===== src/addr_decode_consts.svh =====
`ifndef ADDR_DECODE_CONSTS_SVH
`define ADDR_DECODE_CONSTS_SVH

// ----------------------------------------
// address space
// ----------------------------------------
`define ADDR_W 24
`define BANK_W 8
`define OFS_W 16
`define BANK_ZERO 8'h00
`define ADDR_TOP 24'hFFFFFF

// ----------------------------------------
// bank zero areas
// ----------------------------------------
`define SFR_LO 16'h0000
`define SFR_HI 16'h007F
`define RAM_LO 16'h0080
`define RAM_HI 16'h087F
`define RAM_BYTES 2048
`define RAM_IDX_W 11
`define VEC_LO 16'hFFD6
`define VEC_HI 16'hFFFF

// ----------------------------------------
// single register locations
// ----------------------------------------
`define PULSE_DATA1_OFS 16'h001C
`define PULSE_DATA0_OFS 16'h001D
`define PROC_MODE0_OFS 16'h005E
`define PROC_MODE1_OFS 16'h005F
`define WDOG_CNT_OFS 16'h0060
`define WDOG_FSEL_OFS 16'h0061
`define WAVE_MODE_OFS 16'h0062
`define RESERVED_OFS 16'h0063

// ----------------------------------------
// direct page
// ----------------------------------------
`define DP_OFS_W 8
`define DP_BASE_RST 16'h0000

`endif


===== src/addr_decode_pkg.sv =====
package addr_decode_pkg;
  typedef enum logic [3:0] {
    TGT_SFR = 4'h1,
    TGT_RAM = 4'h2,
    TGT_VEC = 4'h4,
    TGT_EXT = 4'h8
  } target_t;

  typedef struct packed {
    logic pulse_data1;
    logic pulse_data0;
    logic proc_mode0;
    logic proc_mode1;
    logic wdog_cnt;
    logic wdog_fsel;
    logic wave_mode;
  } reg_sel_t;

  typedef struct packed {
    logic valid;
    target_t target;
    reg_sel_t regs;
    logic [6:0] sfr_idx;
    logic [10:0] ram_idx;
    logic [23:0] addr;
  } decode_t;

  typedef struct packed {
    logic [15:0] dp_base;
    decode_t dec;
  } decode_state_t;
endpackage : addr_decode_pkg


===== src/addr_decoder.sv =====
`timescale 1ns/1ns
`include "addr_decode_consts.svh"

// Behaviour
// (RL1) accept a 24-bit address spanning 000000 to FFFFFF
// (RL2) upper eight bits are the bank number, 64 Kbyte banks 00 to FF
// (RL3) on-chip RAM and peripheral registers live in bank zero only
// (RL4) bank zero FFD6 to FFFF is the reset and interrupt vector area
// (RL5) bank zero 80 to 87F selects the 2048-byte internal RAM
// (RL6) bank zero 00 to 7F selects the peripheral control registers
// (RL7) direct page address is programmable base plus 8-bit offset in bank zero
// (RL8) pulse output data register one selected at 1C
// (RL9) pulse output data register zero selected at 1D
// (RL10) processor mode registers zero and one at 5E and 5F
// (RL11) watchdog counter at 60, watchdog frequency select at 61
// (RL12) waveform mode register at 62; 63 reserved, selects nothing
// (RL13) anything not internal RAM or peripheral registers goes external; the decoder gives bank zero FFD6 to FFFF TGT_VEC instead of TGT_EXT
module addr_decoder
  import addr_decode_pkg::*;
(
  input wire logic core_clk_i,
  input wire logic rst_i,
  input wire logic req_i,
  input wire logic dp_mode_i,
  input wire logic [`DP_OFS_W-1:0] dp_ofs_i,
  input wire logic [`ADDR_W-1:0] addr_i,
  input wire logic dp_base_we_i,
  input wire logic [`OFS_W-1:0] dp_base_i,
  output logic valid_o,
  output target_t target_o,
  output reg_sel_t reg_sel_o,
  output logic [6:0] sfr_idx_o,
  output logic [`RAM_IDX_W-1:0] ram_idx_o,
  output logic [`ADDR_W-1:0] addr_o,
  output logic [`OFS_W-1:0] dp_base_o
);

  decode_state_t state_ff;
  decode_state_t nxt_state;
  logic [`ADDR_W-1:0] eff_addr;
  logic [`BANK_W-1:0] bank;
  logic [`OFS_W-1:0] ofs;
  logic in_bank0;

  // ----------------------------------------
  // effective address
  // ----------------------------------------
  always_comb begin
    // (RL7) direct page forming
    if (dp_mode_i) begin
      eff_addr = {`BANK_ZERO, 16'(state_ff.dp_base + {8'h00, dp_ofs_i})};
    end else begin
      eff_addr = addr_i;
    end
  end

  // (RL1) bank and offset split
  assign bank = eff_addr[`ADDR_W-1:`OFS_W];
  assign ofs = eff_addr[`OFS_W-1:0];
  // (RL2) bank zero test
  assign in_bank0 = (bank == `BANK_ZERO);

  // ----------------------------------------
  // decode
  // ----------------------------------------
  always_comb begin
    nxt_state = state_ff;
    nxt_state.dec.valid = req_i;
    nxt_state.dec.addr = eff_addr;
    nxt_state.dec.regs = '0;
    nxt_state.dec.sfr_idx = 7'h00;
    nxt_state.dec.ram_idx = 11'h000;
    nxt_state.dec.target = TGT_EXT;
    if (dp_base_we_i) begin
      nxt_state.dp_base = dp_base_i;
    end
    if (req_i) begin
      // (RL3) internal areas bank zero only
      if (in_bank0 && ofs <= `SFR_HI) begin
        // (RL6) peripheral area
        nxt_state.dec.target = TGT_SFR;
        nxt_state.dec.sfr_idx = ofs[6:0];
        // (RL8) pulse data one
        nxt_state.dec.regs.pulse_data1 = (ofs == `PULSE_DATA1_OFS);
        // (RL9) pulse data zero
        nxt_state.dec.regs.pulse_data0 = (ofs == `PULSE_DATA0_OFS);
        // (RL10) processor mode selects
        nxt_state.dec.regs.proc_mode0 = (ofs == `PROC_MODE0_OFS);
        nxt_state.dec.regs.proc_mode1 = (ofs == `PROC_MODE1_OFS);
        // (RL11) watchdog selects
        nxt_state.dec.regs.wdog_cnt = (ofs == `WDOG_CNT_OFS);
        nxt_state.dec.regs.wdog_fsel = (ofs == `WDOG_FSEL_OFS);
        // (RL12) waveform mode, reserved gets nothing
        nxt_state.dec.regs.wave_mode = (ofs == `WAVE_MODE_OFS);
      end else if (in_bank0 && ofs >= `RAM_LO && ofs <= `RAM_HI) begin
        // (RL5) internal ram
        nxt_state.dec.target = TGT_RAM;
        nxt_state.dec.ram_idx = 11'(ofs - `RAM_LO);
      end else if (in_bank0 && ofs >= `VEC_LO) begin
        // (RL4) vector area, backed externally
        nxt_state.dec.target = TGT_VEC;
      end else begin
        // (RL13) external access
        nxt_state.dec.target = TGT_EXT;
      end
    end
  end

  always_ff @(posedge core_clk_i) begin
    if (rst_i) begin
      state_ff <= '{dp_base: `DP_BASE_RST,
                    dec: '{valid: 1'b0, target: TGT_EXT, regs: '0,
                           sfr_idx: 7'h00, ram_idx: 11'h000, addr: 24'h000000}};
    end else begin
      state_ff <= nxt_state;
    end
  end

  assign valid_o = state_ff.dec.valid;
  assign target_o = state_ff.dec.target;
  assign reg_sel_o = state_ff.dec.regs;
  assign sfr_idx_o = state_ff.dec.sfr_idx;
  assign ram_idx_o = state_ff.dec.ram_idx;
  assign addr_o = state_ff.dec.addr;
  assign dp_base_o = state_ff.dp_base;
endmodule : addr_decoder


===== config.mk =====
export PLATFORM = sky130hd
export DESIGN_NAME = addr_decoder
export DESIGN_NICKNAME = d
export VERILOG_FILES = /design/src/addr_decode_pkg.sv /design/src/addr_decoder.sv
export VERILOG_INCLUDE_DIRS = /design/src
export SDC_FILE = /design/constraint.sdc
export NUM_CORES = 1
export LEC_CHECK = 0
export BUFFER_PORTS_ARGS = -buffer_cell sky130_fd_sc_hd__clkbuf_2
export CAP_MARGIN = 20
export CORE_ASPECT_RATIO = 0.75
export CORE_UTILIZATION = 45
export CTS_CLUSTER_DIAMETER = 40
export DETAILED_ROUTE_END_ITERATION = 7
export GPL_TIMING_DRIVEN = 1
export PLACE_DENSITY_LB_ADDON = 0.08
export SYNTH_ARGS = -nofsm -noshare
export SYNTH_HDL_FRONTEND = slang
export SYNTH_SLANG_ARGS = --single-unit

===== constraint.sdc =====
create_clock -name core_clk_i -period 3.5 [get_ports core_clk_i]
set_input_delay 0.35 -clock core_clk_i [delete_from_list [all_inputs] [get_ports core_clk_i]]
set_output_delay 0.35 -clock core_clk_i [all_outputs]
set_load 0.05 [all_outputs]

Yosys cells after proc, flatten, opt, wreduce, memory -nomap -nowiden
Cells that the tools add are included.

storage, ports and cells
  register bits after elaboration = 70
  input bits = 53
  output and inout port bits = 70

cells by class
  add/sub/neg operators = 2
  magnitude comparators = 4
  equal/unequal tests = 7
  muxes and demuxes = 4
  bitwise operators = 3
  reductions and logical operators = 10

operators with widths
  cell                                                   count
  equality test 16 x 7 -> 1 bit, second input constant   5
  equality test 16 x 5 -> 1 bit, second input constant   2
  2-to-1 mux 24 bit                                      1
  adder 16 x 8 -> 16 bit                                 1
  >= comparator 16 bit, second input constant            1
  >= comparator 16 x 8 -> 1 bit, second input constant   1
  <= comparator 16 x 12 -> 1 bit, second input constant  1
  <= comparator 16 x 7 -> 1 bit, second input constant   1
  2-to-1 mux 4 bit                                       3
  subtractor 11 x 8 -> 11 bit, second input constant     1
  zero test 8 bit                                        1
  OR reduction 4 bit                                     2
  OR reduction 3 bit                                     2
  logical AND 1 bit                                      4
  inverter 1 bit                                         3
  OR reduction 2 bit                                     1

Depth between registers and ports, before layout
Gate-level depths: netlist of run 1.

  depth after elaboration = 7
  mapped depth = 13

Worst setup path before layout of run 1
No wires, ideal clock.

  path kind = register to register
  start = register state_ff (netlist bit dp_base_o[0])
  end = register state_ff (netlist bit target_o[3])
  arrival time = 3163 ps
  data required time = 3373 ps
  setup slack = 210 ps
  cell stages (with the launch flop) = 14
  clock period less this slack = 3290 ps
  path through = dfxtp_1 > ha_1 > inv_1 > fa_1 > nor2b_4 > o31ai_4 > a2111o_1 > o211a_1 > inv_2 > ha_1 > nand4_1 > or4_4 > a211oi_2 > a2bb2oi_1

between the ends
  longest elaborated chain between the ends = 7

ends and longest elaborated chain
  what                                                                                           line                 text
  start, declared                                                                                addr_decoder.sv:38   decode_state_t state_ff;
  start signal, assigned                                                                         addr_decoder.sv:111  state_ff <= '{dp_base: `DP_BASE_RST,
  start signal, assigned                                                                         addr_decoder.sv:115  state_ff <= nxt_state;
  adder 16 x 8 -> 16 bit *                                                                       addr_decoder.sv:51   eff_addr = {`BANK_ZERO, 16'(state_ff.dp_base + {8'h00, dp_ofs_i})};
  2-to-1 mux 24 bit *                                                                            addr_decoder.sv:50   if (dp_mode_i) begin
  net eff_addr[8]                                                                                addr_decoder.sv:40   logic [`ADDR_W-1:0] eff_addr;
  >= comparator 16 bit (no source line) / >= comparator 16 x 8 -> 1 bit (equally long branches)  --
  logical AND 1 bit (no source line)                                                             --
  2-to-1 mux 4 bit / logical AND 1 bit (equally long branches)                                   --
  2-to-1 mux 4 bit                                                                               addr_decoder.sv:95   end else if (in_bank0 && ofs >= `RAM_LO && ofs <= `RAM_HI) begin
  2-to-1 mux 4 bit *                                                                             addr_decoder.sv:79   if (in_bank0 && ofs <= `SFR_HI) begin

Mark *: on every way through the listed nets, which the timed path passes. The rest lies on a longest branch.
A chain may end at the register's enable or synchronous reset.

Worst setup path after layout of run 1
Same ends and word-level chain as after synthesis.

==> metrics.cfg, run 1 <==
[status]
status=complete, no violations

[final_layout]
diodes=0
n_fill_cell=605
fin_nets=511
drive_gt1_share_pct=38.7
layout.cells.non_filler=536
fin_util_pct=59.4
area_delta_synth_final_pct=27.5

[sta]
fin_ws_ps=386
setup_viol=0
fmax_mhz=321
drv_slew=0
rsz0062_at_grt=false
fin_crit_sh_pct=89.0
max_slew_margin_pct=53.5
fin_setup_tns_ps=0
worst_slew_pin_slew_ps=679
finalClockSkew_ps=6.90
finalHoldViolations=0
fin_crit_ps=3110

[clock_network]
clk_pin_slew_ps=70
clock_latency_ps=340
cts_buffers=9
post_cts_buffers=0
htree_levels=3
cts_tree=built
cts-root-buf=clkbuf_8
cts_buffer_depth=2
cts_sinks=70
postCtsHoldBufs=0
cts.repair.resized=0

[placed_design]
io_buffers=122
hpwl_um=5770
gp_congestion=0.888
placed_cells=520
place_worst_setup_slack_ps=329

[synthesis]
synth_top_area_share_pct=44.2
synth_area_leaders=dfxtp_1 (44%), mux2i_1 (7.0%), nor2_1 (5.2%)
yosysMostFrequentCell=dfxtp_1
avgSynthCellArea_um2=9.75
ys.flop_type=dfxtp_1
netlist_area_um2=3170
syn_inst=325
synth.top_cells.by_count=dfxtp_1 (70), nor2_1 (44), mux2i_1 (22), nand2_1 (18), nor3_1 (13)
synth_fp_nets=389
ys_seq_area_share_pct=44.2
async_flop_share_pct=0
synth_top_area_cell=dfxtp_1
synth_edf_count=0
yosysUniqueCellTypes=59
ys_ff_latch=70
yosysWarnings=0

[die]
row_count=26
die_area_um2=7380
start_util_pct=46.6
die_w_um=98.9
ios=123
core_um2=6800
die_h_um=74.7

[setup_path]
cp.required_ps=3720
cp.arrival_ps=3340
start_kind=flip-flop
path_max_fanout=7
worstSetupPathType=reg2reg
cp-end-kind=flip-flop

[min_path]
hp-class=in2reg

[global_routing]
grt_overflow=0
antenna_found_initial=0
grtUsageTotal_pct=21.7
grt_pass1_vias=2533
grt_max_degree=34
grt_first_pass_wirelength_um=12400

[route]
ant_nets=0
drtIter0Drc=113
finalWirelength_um=7650
drc_errors=0
vias=2742
wl_per_cell_um=14.3
vias_per_cell=5.12
firstDrtPassIters=5

[pwr]
p_leak_nw=1.85
ir_worst_vdd_v=0.000250
finalPower_mw=1.90
p_per_area_nw_per_um2=471

[flow_run]
drv_cap=0

## cells in the final DEF (no fill, tap or decap), types with 3 or more instances in the layout
master,instances
xnor2_1,6
nor3_2,11
o211ai_1,3
nor3_1,13
o211a_1,3
clkbuf_8,10
nor2b_1,3
a21o_1,4
buf_4,7
ha_1,10
a211oi_1,3
nor2_1,44
nand4_1,8
mux2i_1,22
clkinv_2,3
a21oi_1,12
nand2_1,18
nand3_1,4
nor4_1,8
o21ai_0,3
clkbuf_2,122
dfxtp_1,70
and2_1,11
inv_1,7
## metrics by stage
step | hold WS (ps) | instance area, um2
5_1_grt | 189 | 4040
2_1_floorplan | 472 | 3170
4_1_cts | 177 | 4040
3_3_place_gp | 511 | 3840
6_report | 201 | 4040
3_5_place_dp | 527 | 3840
## registers in the layout, indices dropped and copies added (netlist names)
register / cells
dp_base_o: 16
addr_o: 24
reg_sel_o: 7
sfr_idx_o: 7
ram_idx_o: 11
target_o: 4
valid_o: 1
## cell type report
cell class | count | area, um2 | share of cell area (%)
clock buffer | 10 | 138 | 3.41
clock inverter | 6 | 61.3 | 1.52
inverter | 8 | 30.0 | 0.743
multi-input combinational | 229 | 1640 | 40.6
sequential | 70 | 1400 | 34.7
tap | 84 | 105 | 2.60
timing repair buffer | 129 | 663 | 16.4
## worst max-delay path, stage by stage, from the launching register on
cell and delay, ps:
dfxtp_1 360, ha_1 220, inv_1 70, fa_1 430
nor2b_4 180, o31ai_4 100, a2111o_1 380, o211a_1 170
inv_2 110, ha_1 160, nand4_1 70, or4_4 450
a211oi_2 220, a2bb2oi_1 90
## final timing paths
check | start | end | slack (ps) | depth (start not counted)
hold / removal | rst_i | valid_o | 200 | 2
hold reg to reg | dp_base_o[3] | dp_base_o[3] | 540 | 2
setup reg to reg | dp_base_o[0] | target_o[3] | 390 | 13
setup / recovery | dp_base_o[0] | target_o[3] | 390 | 13
## per-layer routing
layer  wire length, um  track usage, %  part of all wire (%)
met1              3740            29.2                    49
met2              3370            33.4                    44
met3               477            6.69                   6.2
met4                54            7.46                  0.71
met5                 0               0                     0
## power breakdown
part / leakage [nW] / internal [mW] / total (mW) / switching (mW)
combinational: 1.18 / 0.129 / 0.409 / 0.280
sequential: 0.573 / 0.827 / 0.847 / 0.0201
clock: 0.102 / 0.346 / 0.647 / 0.301
## cell families (layout without fill, tap and decap cells)
| group | Yosys count | in the layout | synth area share, % |
|---|---|---|---|
| AOI/OAI and AO/OA | 48 | 48 | 12.4 |
| xor gates and xnor gates | 8 | 8 | 2.21 |
| adders and majority gates | 11 | 11 | 4.58 |
| buffers and inverters | 26 | 153 | 3.95 |
| DFF | 70 | 70 | 44.2 |
| muxes | 23 | 23 | 7.31 |
| and+or+nand+nor | 139 | 139 | 25.3 |
No activity file was read; power rests on OpenSTA's default activity.
==> run 2: changes to the inputs <==
==> constraint.sdc (replaced) <==
create_clock -name core_clk_i -period 3.8 [get_ports core_clk_i]
set_input_delay 0.38 -clock core_clk_i [delete_from_list [all_inputs] [get_ports core_clk_i]]
set_output_delay 0.38 -clock core_clk_i [all_outputs]
set_load 0.05 [all_outputs]
==> metrics.cfg, run 2 (synthesis gave the netlist of run 1 again) <==
[setup_path]
path_max_fanout=7
worst_path_most_repeated_cell=ha_1
slowest_stage=or4_4
cp.arrival_ps=3440
cp-end-kind=flip-flop
start_kind=flip-flop
worstSetupPathType=reg2reg
cp.required_ps=4020
slowest_delay_ps=450
worstPathCellList=ha_1, inv_1, fa_1, nor2b_4, o31ai_4, a2111o_1, o211a_1, inv_2, ha_1, nand4_1, or4_4, a211oi_2, a2bb2oi_1

[clock_network]
cts.repair.resized=0
postCtsHoldBufs=0
cts_sinks=70
cts_buffers=9
clock_latency_ps=350
cts_buffer_depth=2
cts-root-buf=clkbuf_8
cts_tree=built
post_cts_buffers=0
clk_pin_slew_ps=90
htree_levels=3

[placed_design]
placed_cells=520
hpwl_um=5860
gp_congestion=0.848
io_buffers=122

[pwr]
netSwitchingPower_mw=0.564
p_int_mw=1.20
p_comb_share_pct=21.2
p_leak_nw=1.85
clkPwrFrac_pct=34.6
seqPwrFrac_pct=44.2
p_per_area_nw_per_um2=437
finalPower_mw=1.77
ir_worst_vdd_v=0.000193
switching_share_pct=31.9

[die]
die_h_um=74.7
row_count=26
die_w_um=98.9
die_area_um2=7380
ios=123
start_util_pct=46.6
core_um2=6800

[route]
ant_nets=0
vias=2757
wl_per_cell_um=14.6
vias_per_cell=5.14
drc_errors=0
firstDrtPassIters=4
drtIter0Drc=109
finalWirelength_um=7810

[sta]
fin_setup_tns_ps=0
whs_ps=223
worst_slew_pin_slew_ps=698
drv_slew=0
finalHoldViolations=0
rsz0062_at_grt=false
max_slew_margin_pct=52.2
fin_crit_ps=3220
finalClockSkew_ps=16.2
fin_crit_sh_pct=84.8
setup_viol=0
fmax_mhz=311

[final_layout]
layout.cells.non_filler=536
diodes=0
fin_nets=511
drive_gt1_share_pct=38.7
final_common_cell=clkbuf_2
area_delta_synth_final_pct=27.7
n_fill_cell=641
largest_reg_flops=24
fin_util_pct=59.5
layout_common_cells=clkbuf_2 (122), dfxtp_1 (70), nor2_1 (44)

[status]
status=complete, no violations

[global_routing]
grt_pass1_vias=2547
grt_max_degree=34
grtUsageTotal_pct=22.3
antenna_found_initial=0
grt_overflow=0
grt_first_pass_wirelength_um=12600

[flow_run]
drv_cap=0

[min_path]
hp-class=in2reg

## run 2: cell types whose count changed in the layout (fill, tap and decap cells not counted), sizes merged
cell / change
clkinv: -3
clkinvlp: +1
inv: +2
## run 2: area by class of cell
| class | instances | area, um2 | area share (%) |
|---|---|---|---|
| clock inverters | 6 | 67.6 | 1.67 |
| clock buffers | 10 | 138 | 3.40 |
| inverters | 8 | 30.0 | 0.742 |
| well taps | 84 | 105 | 2.60 |
| repair buffers | 129 | 663 | 16.4 |
| flip-flops and latches | 70 | 1400 | 34.6 |
| multi-input cells | 229 | 1640 | 40.6 |
## run 2: critical path: cells and delay by family, from the launching register on
kind | cells | cell delay (ps)
DFF | 1 | 370
AOI/OAI and AO/OA | 5 | 1000
buffers and inverters | 2 | 180
and+or+nand+nor | 3 | 710
adders and majority gates | 3 | 810
## run 2: power groups by stage
stage	combinational, mW	sequential, mW	clock [mW]
after floorplan	0.185	0.890	0
after global placement	0.373	0.797	0
after detailed placement	0.376	0.797	0
after CTS	0.377	0.781	0.628
after global routing	0.407	0.784	0.654
final	0.376	0.781	0.612
## run 2: final timing paths
path	startpoint	end	slack (ps)	cells after the start
worst max register to register	dp_base_o[0]	target_o[3]	580	13
worst min register to register	dp_base_o[7]	dp_base_o[7]	530	2
worst min-delay path	rst_i	valid_o	220	2
worst max-delay path	dp_base_o[0]	target_o[3]	580	13
## run 2: routing by layer
metal	wire, um	GRT usage (%)	vias to the layer above
met4	49	5.47	0
met2	3550	36.6	85
li1	-	-	1401
met5	0	0	-
met1	3750	29.0	1266
met3	461	7.06	5
## run 2: per-stage QoR
stage / setup WS [ps] / area [um2]
2_1_floorplan: 510 / 3170
3_3_place_gp: 665 / 3840
3_5_place_dp: 560 / 3840
4_1_cts: 606 / 4050
5_1_grt: 383 / 4050
6_report: 579 / 4050
==> run 3: changes to the inputs <==
==> constraint.sdc (replaced) <==
create_clock -name core_clk_i -period 3.3 [get_ports core_clk_i]
set_input_delay 0.33 -clock core_clk_i [delete_from_list [all_inputs] [get_ports core_clk_i]]
set_output_delay 0.33 -clock core_clk_i [all_outputs]
set_load 0.05 [all_outputs]
==> metrics.cfg, run 3 (synthesis gave the netlist of run 1 again) <==
[pwr]
seqPwrFrac_pct=43.4
clkPwrFrac_pct=35.4
finalPower_mw=2.07
p_per_area_nw_per_um2=507
ir_worst_vdd_v=0.000361
switching_share_pct=30.5
p_int_mw=1.44
netSwitchingPower_mw=0.631
p_leak_nw=1.87
p_comb_share_pct=21.2

[final_layout]
fin_nets=512
final_common_cell=clkbuf_2
n_fill_cell=629
drive_gt1_share_pct=39.2
layout_common_cells=clkbuf_2 (122), dfxtp_1 (70), nor2_1 (44)
area_delta_synth_final_pct=28.7
multi_input_area_um2=1650
register_area_um2=1400
diodes=0
layout.cells.non_filler=536
largest_reg_flops=24

[status]
status=complete, no violations

[die]
start_util_pct=46.6
die_h_um=74.7
die_w_um=98.9
row_count=26
die_area_um2=7380
core_um2=6800
ios=123

[clock_network]
htree_levels=3
cts-root-buf=clkbuf_8
clock_latency_ps=340
cts_buffer_depth=2
cts_sinks=70
cts_buffers=9
post_cts_buffers=0
cts_tree=built
clk_pin_slew_ps=80

[sta]
fin_crit_ps=3060
rsz0062_at_grt=false
max_slew_margin_pct=50.8
whs_ps=190
fin_crit_sh_pct=92.8
fin_setup_tns_ps=0
drv_slew=0
worst_slew_pin_slew_ps=718
setup_viol=0
finalHoldViolations=0
fmax_mhz=326
finalClockSkew_ps=8.15

[global_routing]
grtUsageTotal_pct=22.2
grt_max_degree=34
grt_pass1_vias=2523
antenna_found_initial=0
grt_overflow=0
grt_first_pass_wirelength_um=12500

[route]
firstDrtPassIters=4
drtIter0Drc=114
top_layer_used=met4
drc_errors=0
drt-met1-wl_um=3830
vias=2754
wl_per_cell_um=14.4
ant_nets=0
finalWirelength_um=7730
vias_per_cell=5.14
met2_length_um=3340
route.met3.wl_um=468

[setup_path]
slowest_delay_ps=450
critPathTopFamily=compound AO/OA/AOI/OAI gates
cp-end-kind=flip-flop
cp.arrival_ps=3350
start_kind=flip-flop
worstSetupPathType=reg2reg
slowest_stage=or4_4
worstPathCellList=ha_2, inv_1, fa_2, nor2b_4, o31ai_4, a2111o_1, o211a_1, inv_2, ha_1, nand4_1, or4_4, a211oi_2, and2_1
cp.required_ps=3580
path_max_fanout=7
worst-path-buf-inv=2

[placed_design]
gp_congestion=0.843
io_buffers=122
hpwl_um=5790
placed_cells=521

[min_path]
hp-class=in2reg

[flow_run]
drv_cap=0

run 3: metrics by stage:
stage	util [%]	worst slack [ps]	area, um2
after detailed placement	56.8	123	3860
final	60.0	237	4080
after global placement	56.8	231	3860
after CTS	59.9	116	4070
after global routing	60.0	46.9	4080
after floorplan	-	10.4	3170
run 3: repair_timing:
action / 4_1_cts / 5_1_grt
hold buffers: 0 / 0
resized for setup: 0 / 2
endpoints found under the setup margin: 0 / 2
run 3: metal layers:
metal  vias to the layer above  track usage, %
met5                         -               0
met1                      1249            30.2
met2                        86            34.5
met3                         9            6.31
met4                         0            6.97
li1                       1410               -
run 3: power groups by stage:
stage | clock (mW) | sequential [mW] | combinational, mW
2_1_floorplan | 0 | 1.03 | 0.213
3_3_place_gp | 0 | 0.918 | 0.434
3_5_place_dp | 0 | 0.918 | 0.438
4_1_cts | 0.753 | 0.898 | 0.440
5_1_grt | 0.788 | 0.902 | 0.474
6_report | 0.732 | 0.898 | 0.439
run 3: cell type report:
cell class | count | area share (%)
well taps | 84 | 2.58
repair buffers | 130 | 16.8
inverters | 8 | 0.736
clock inverters | 6 | 2.15
flip-flops and latches | 70 | 34.4
multi-input cells | 229 | 40.4
clock buffers | 9 | 3.04
run 3: worst paths after layout:
path,startpoint,to,slack [ps],cells after the start
hold / removal,rst_i,valid_o,190,2
setup / recovery,dp_base_o[0],target_o[2],240,13
hold reg to reg,dp_base_o[7],dp_base_o[7],540,2
setup reg to reg,dp_base_o[0],target_o[2],240,13
run 3: worst reg2reg max path: cells and delay by family, from the launching register on:
family / cells / cell delay (ps)
buffers and inverters: 2 / 170
AO/OA/AOI/OAI: 4 / 870
adder cells (fa/ha/maj): 3 / 760
flip-flops: 1 / 370
AND/OR/NAND/NOR: 4 / 850
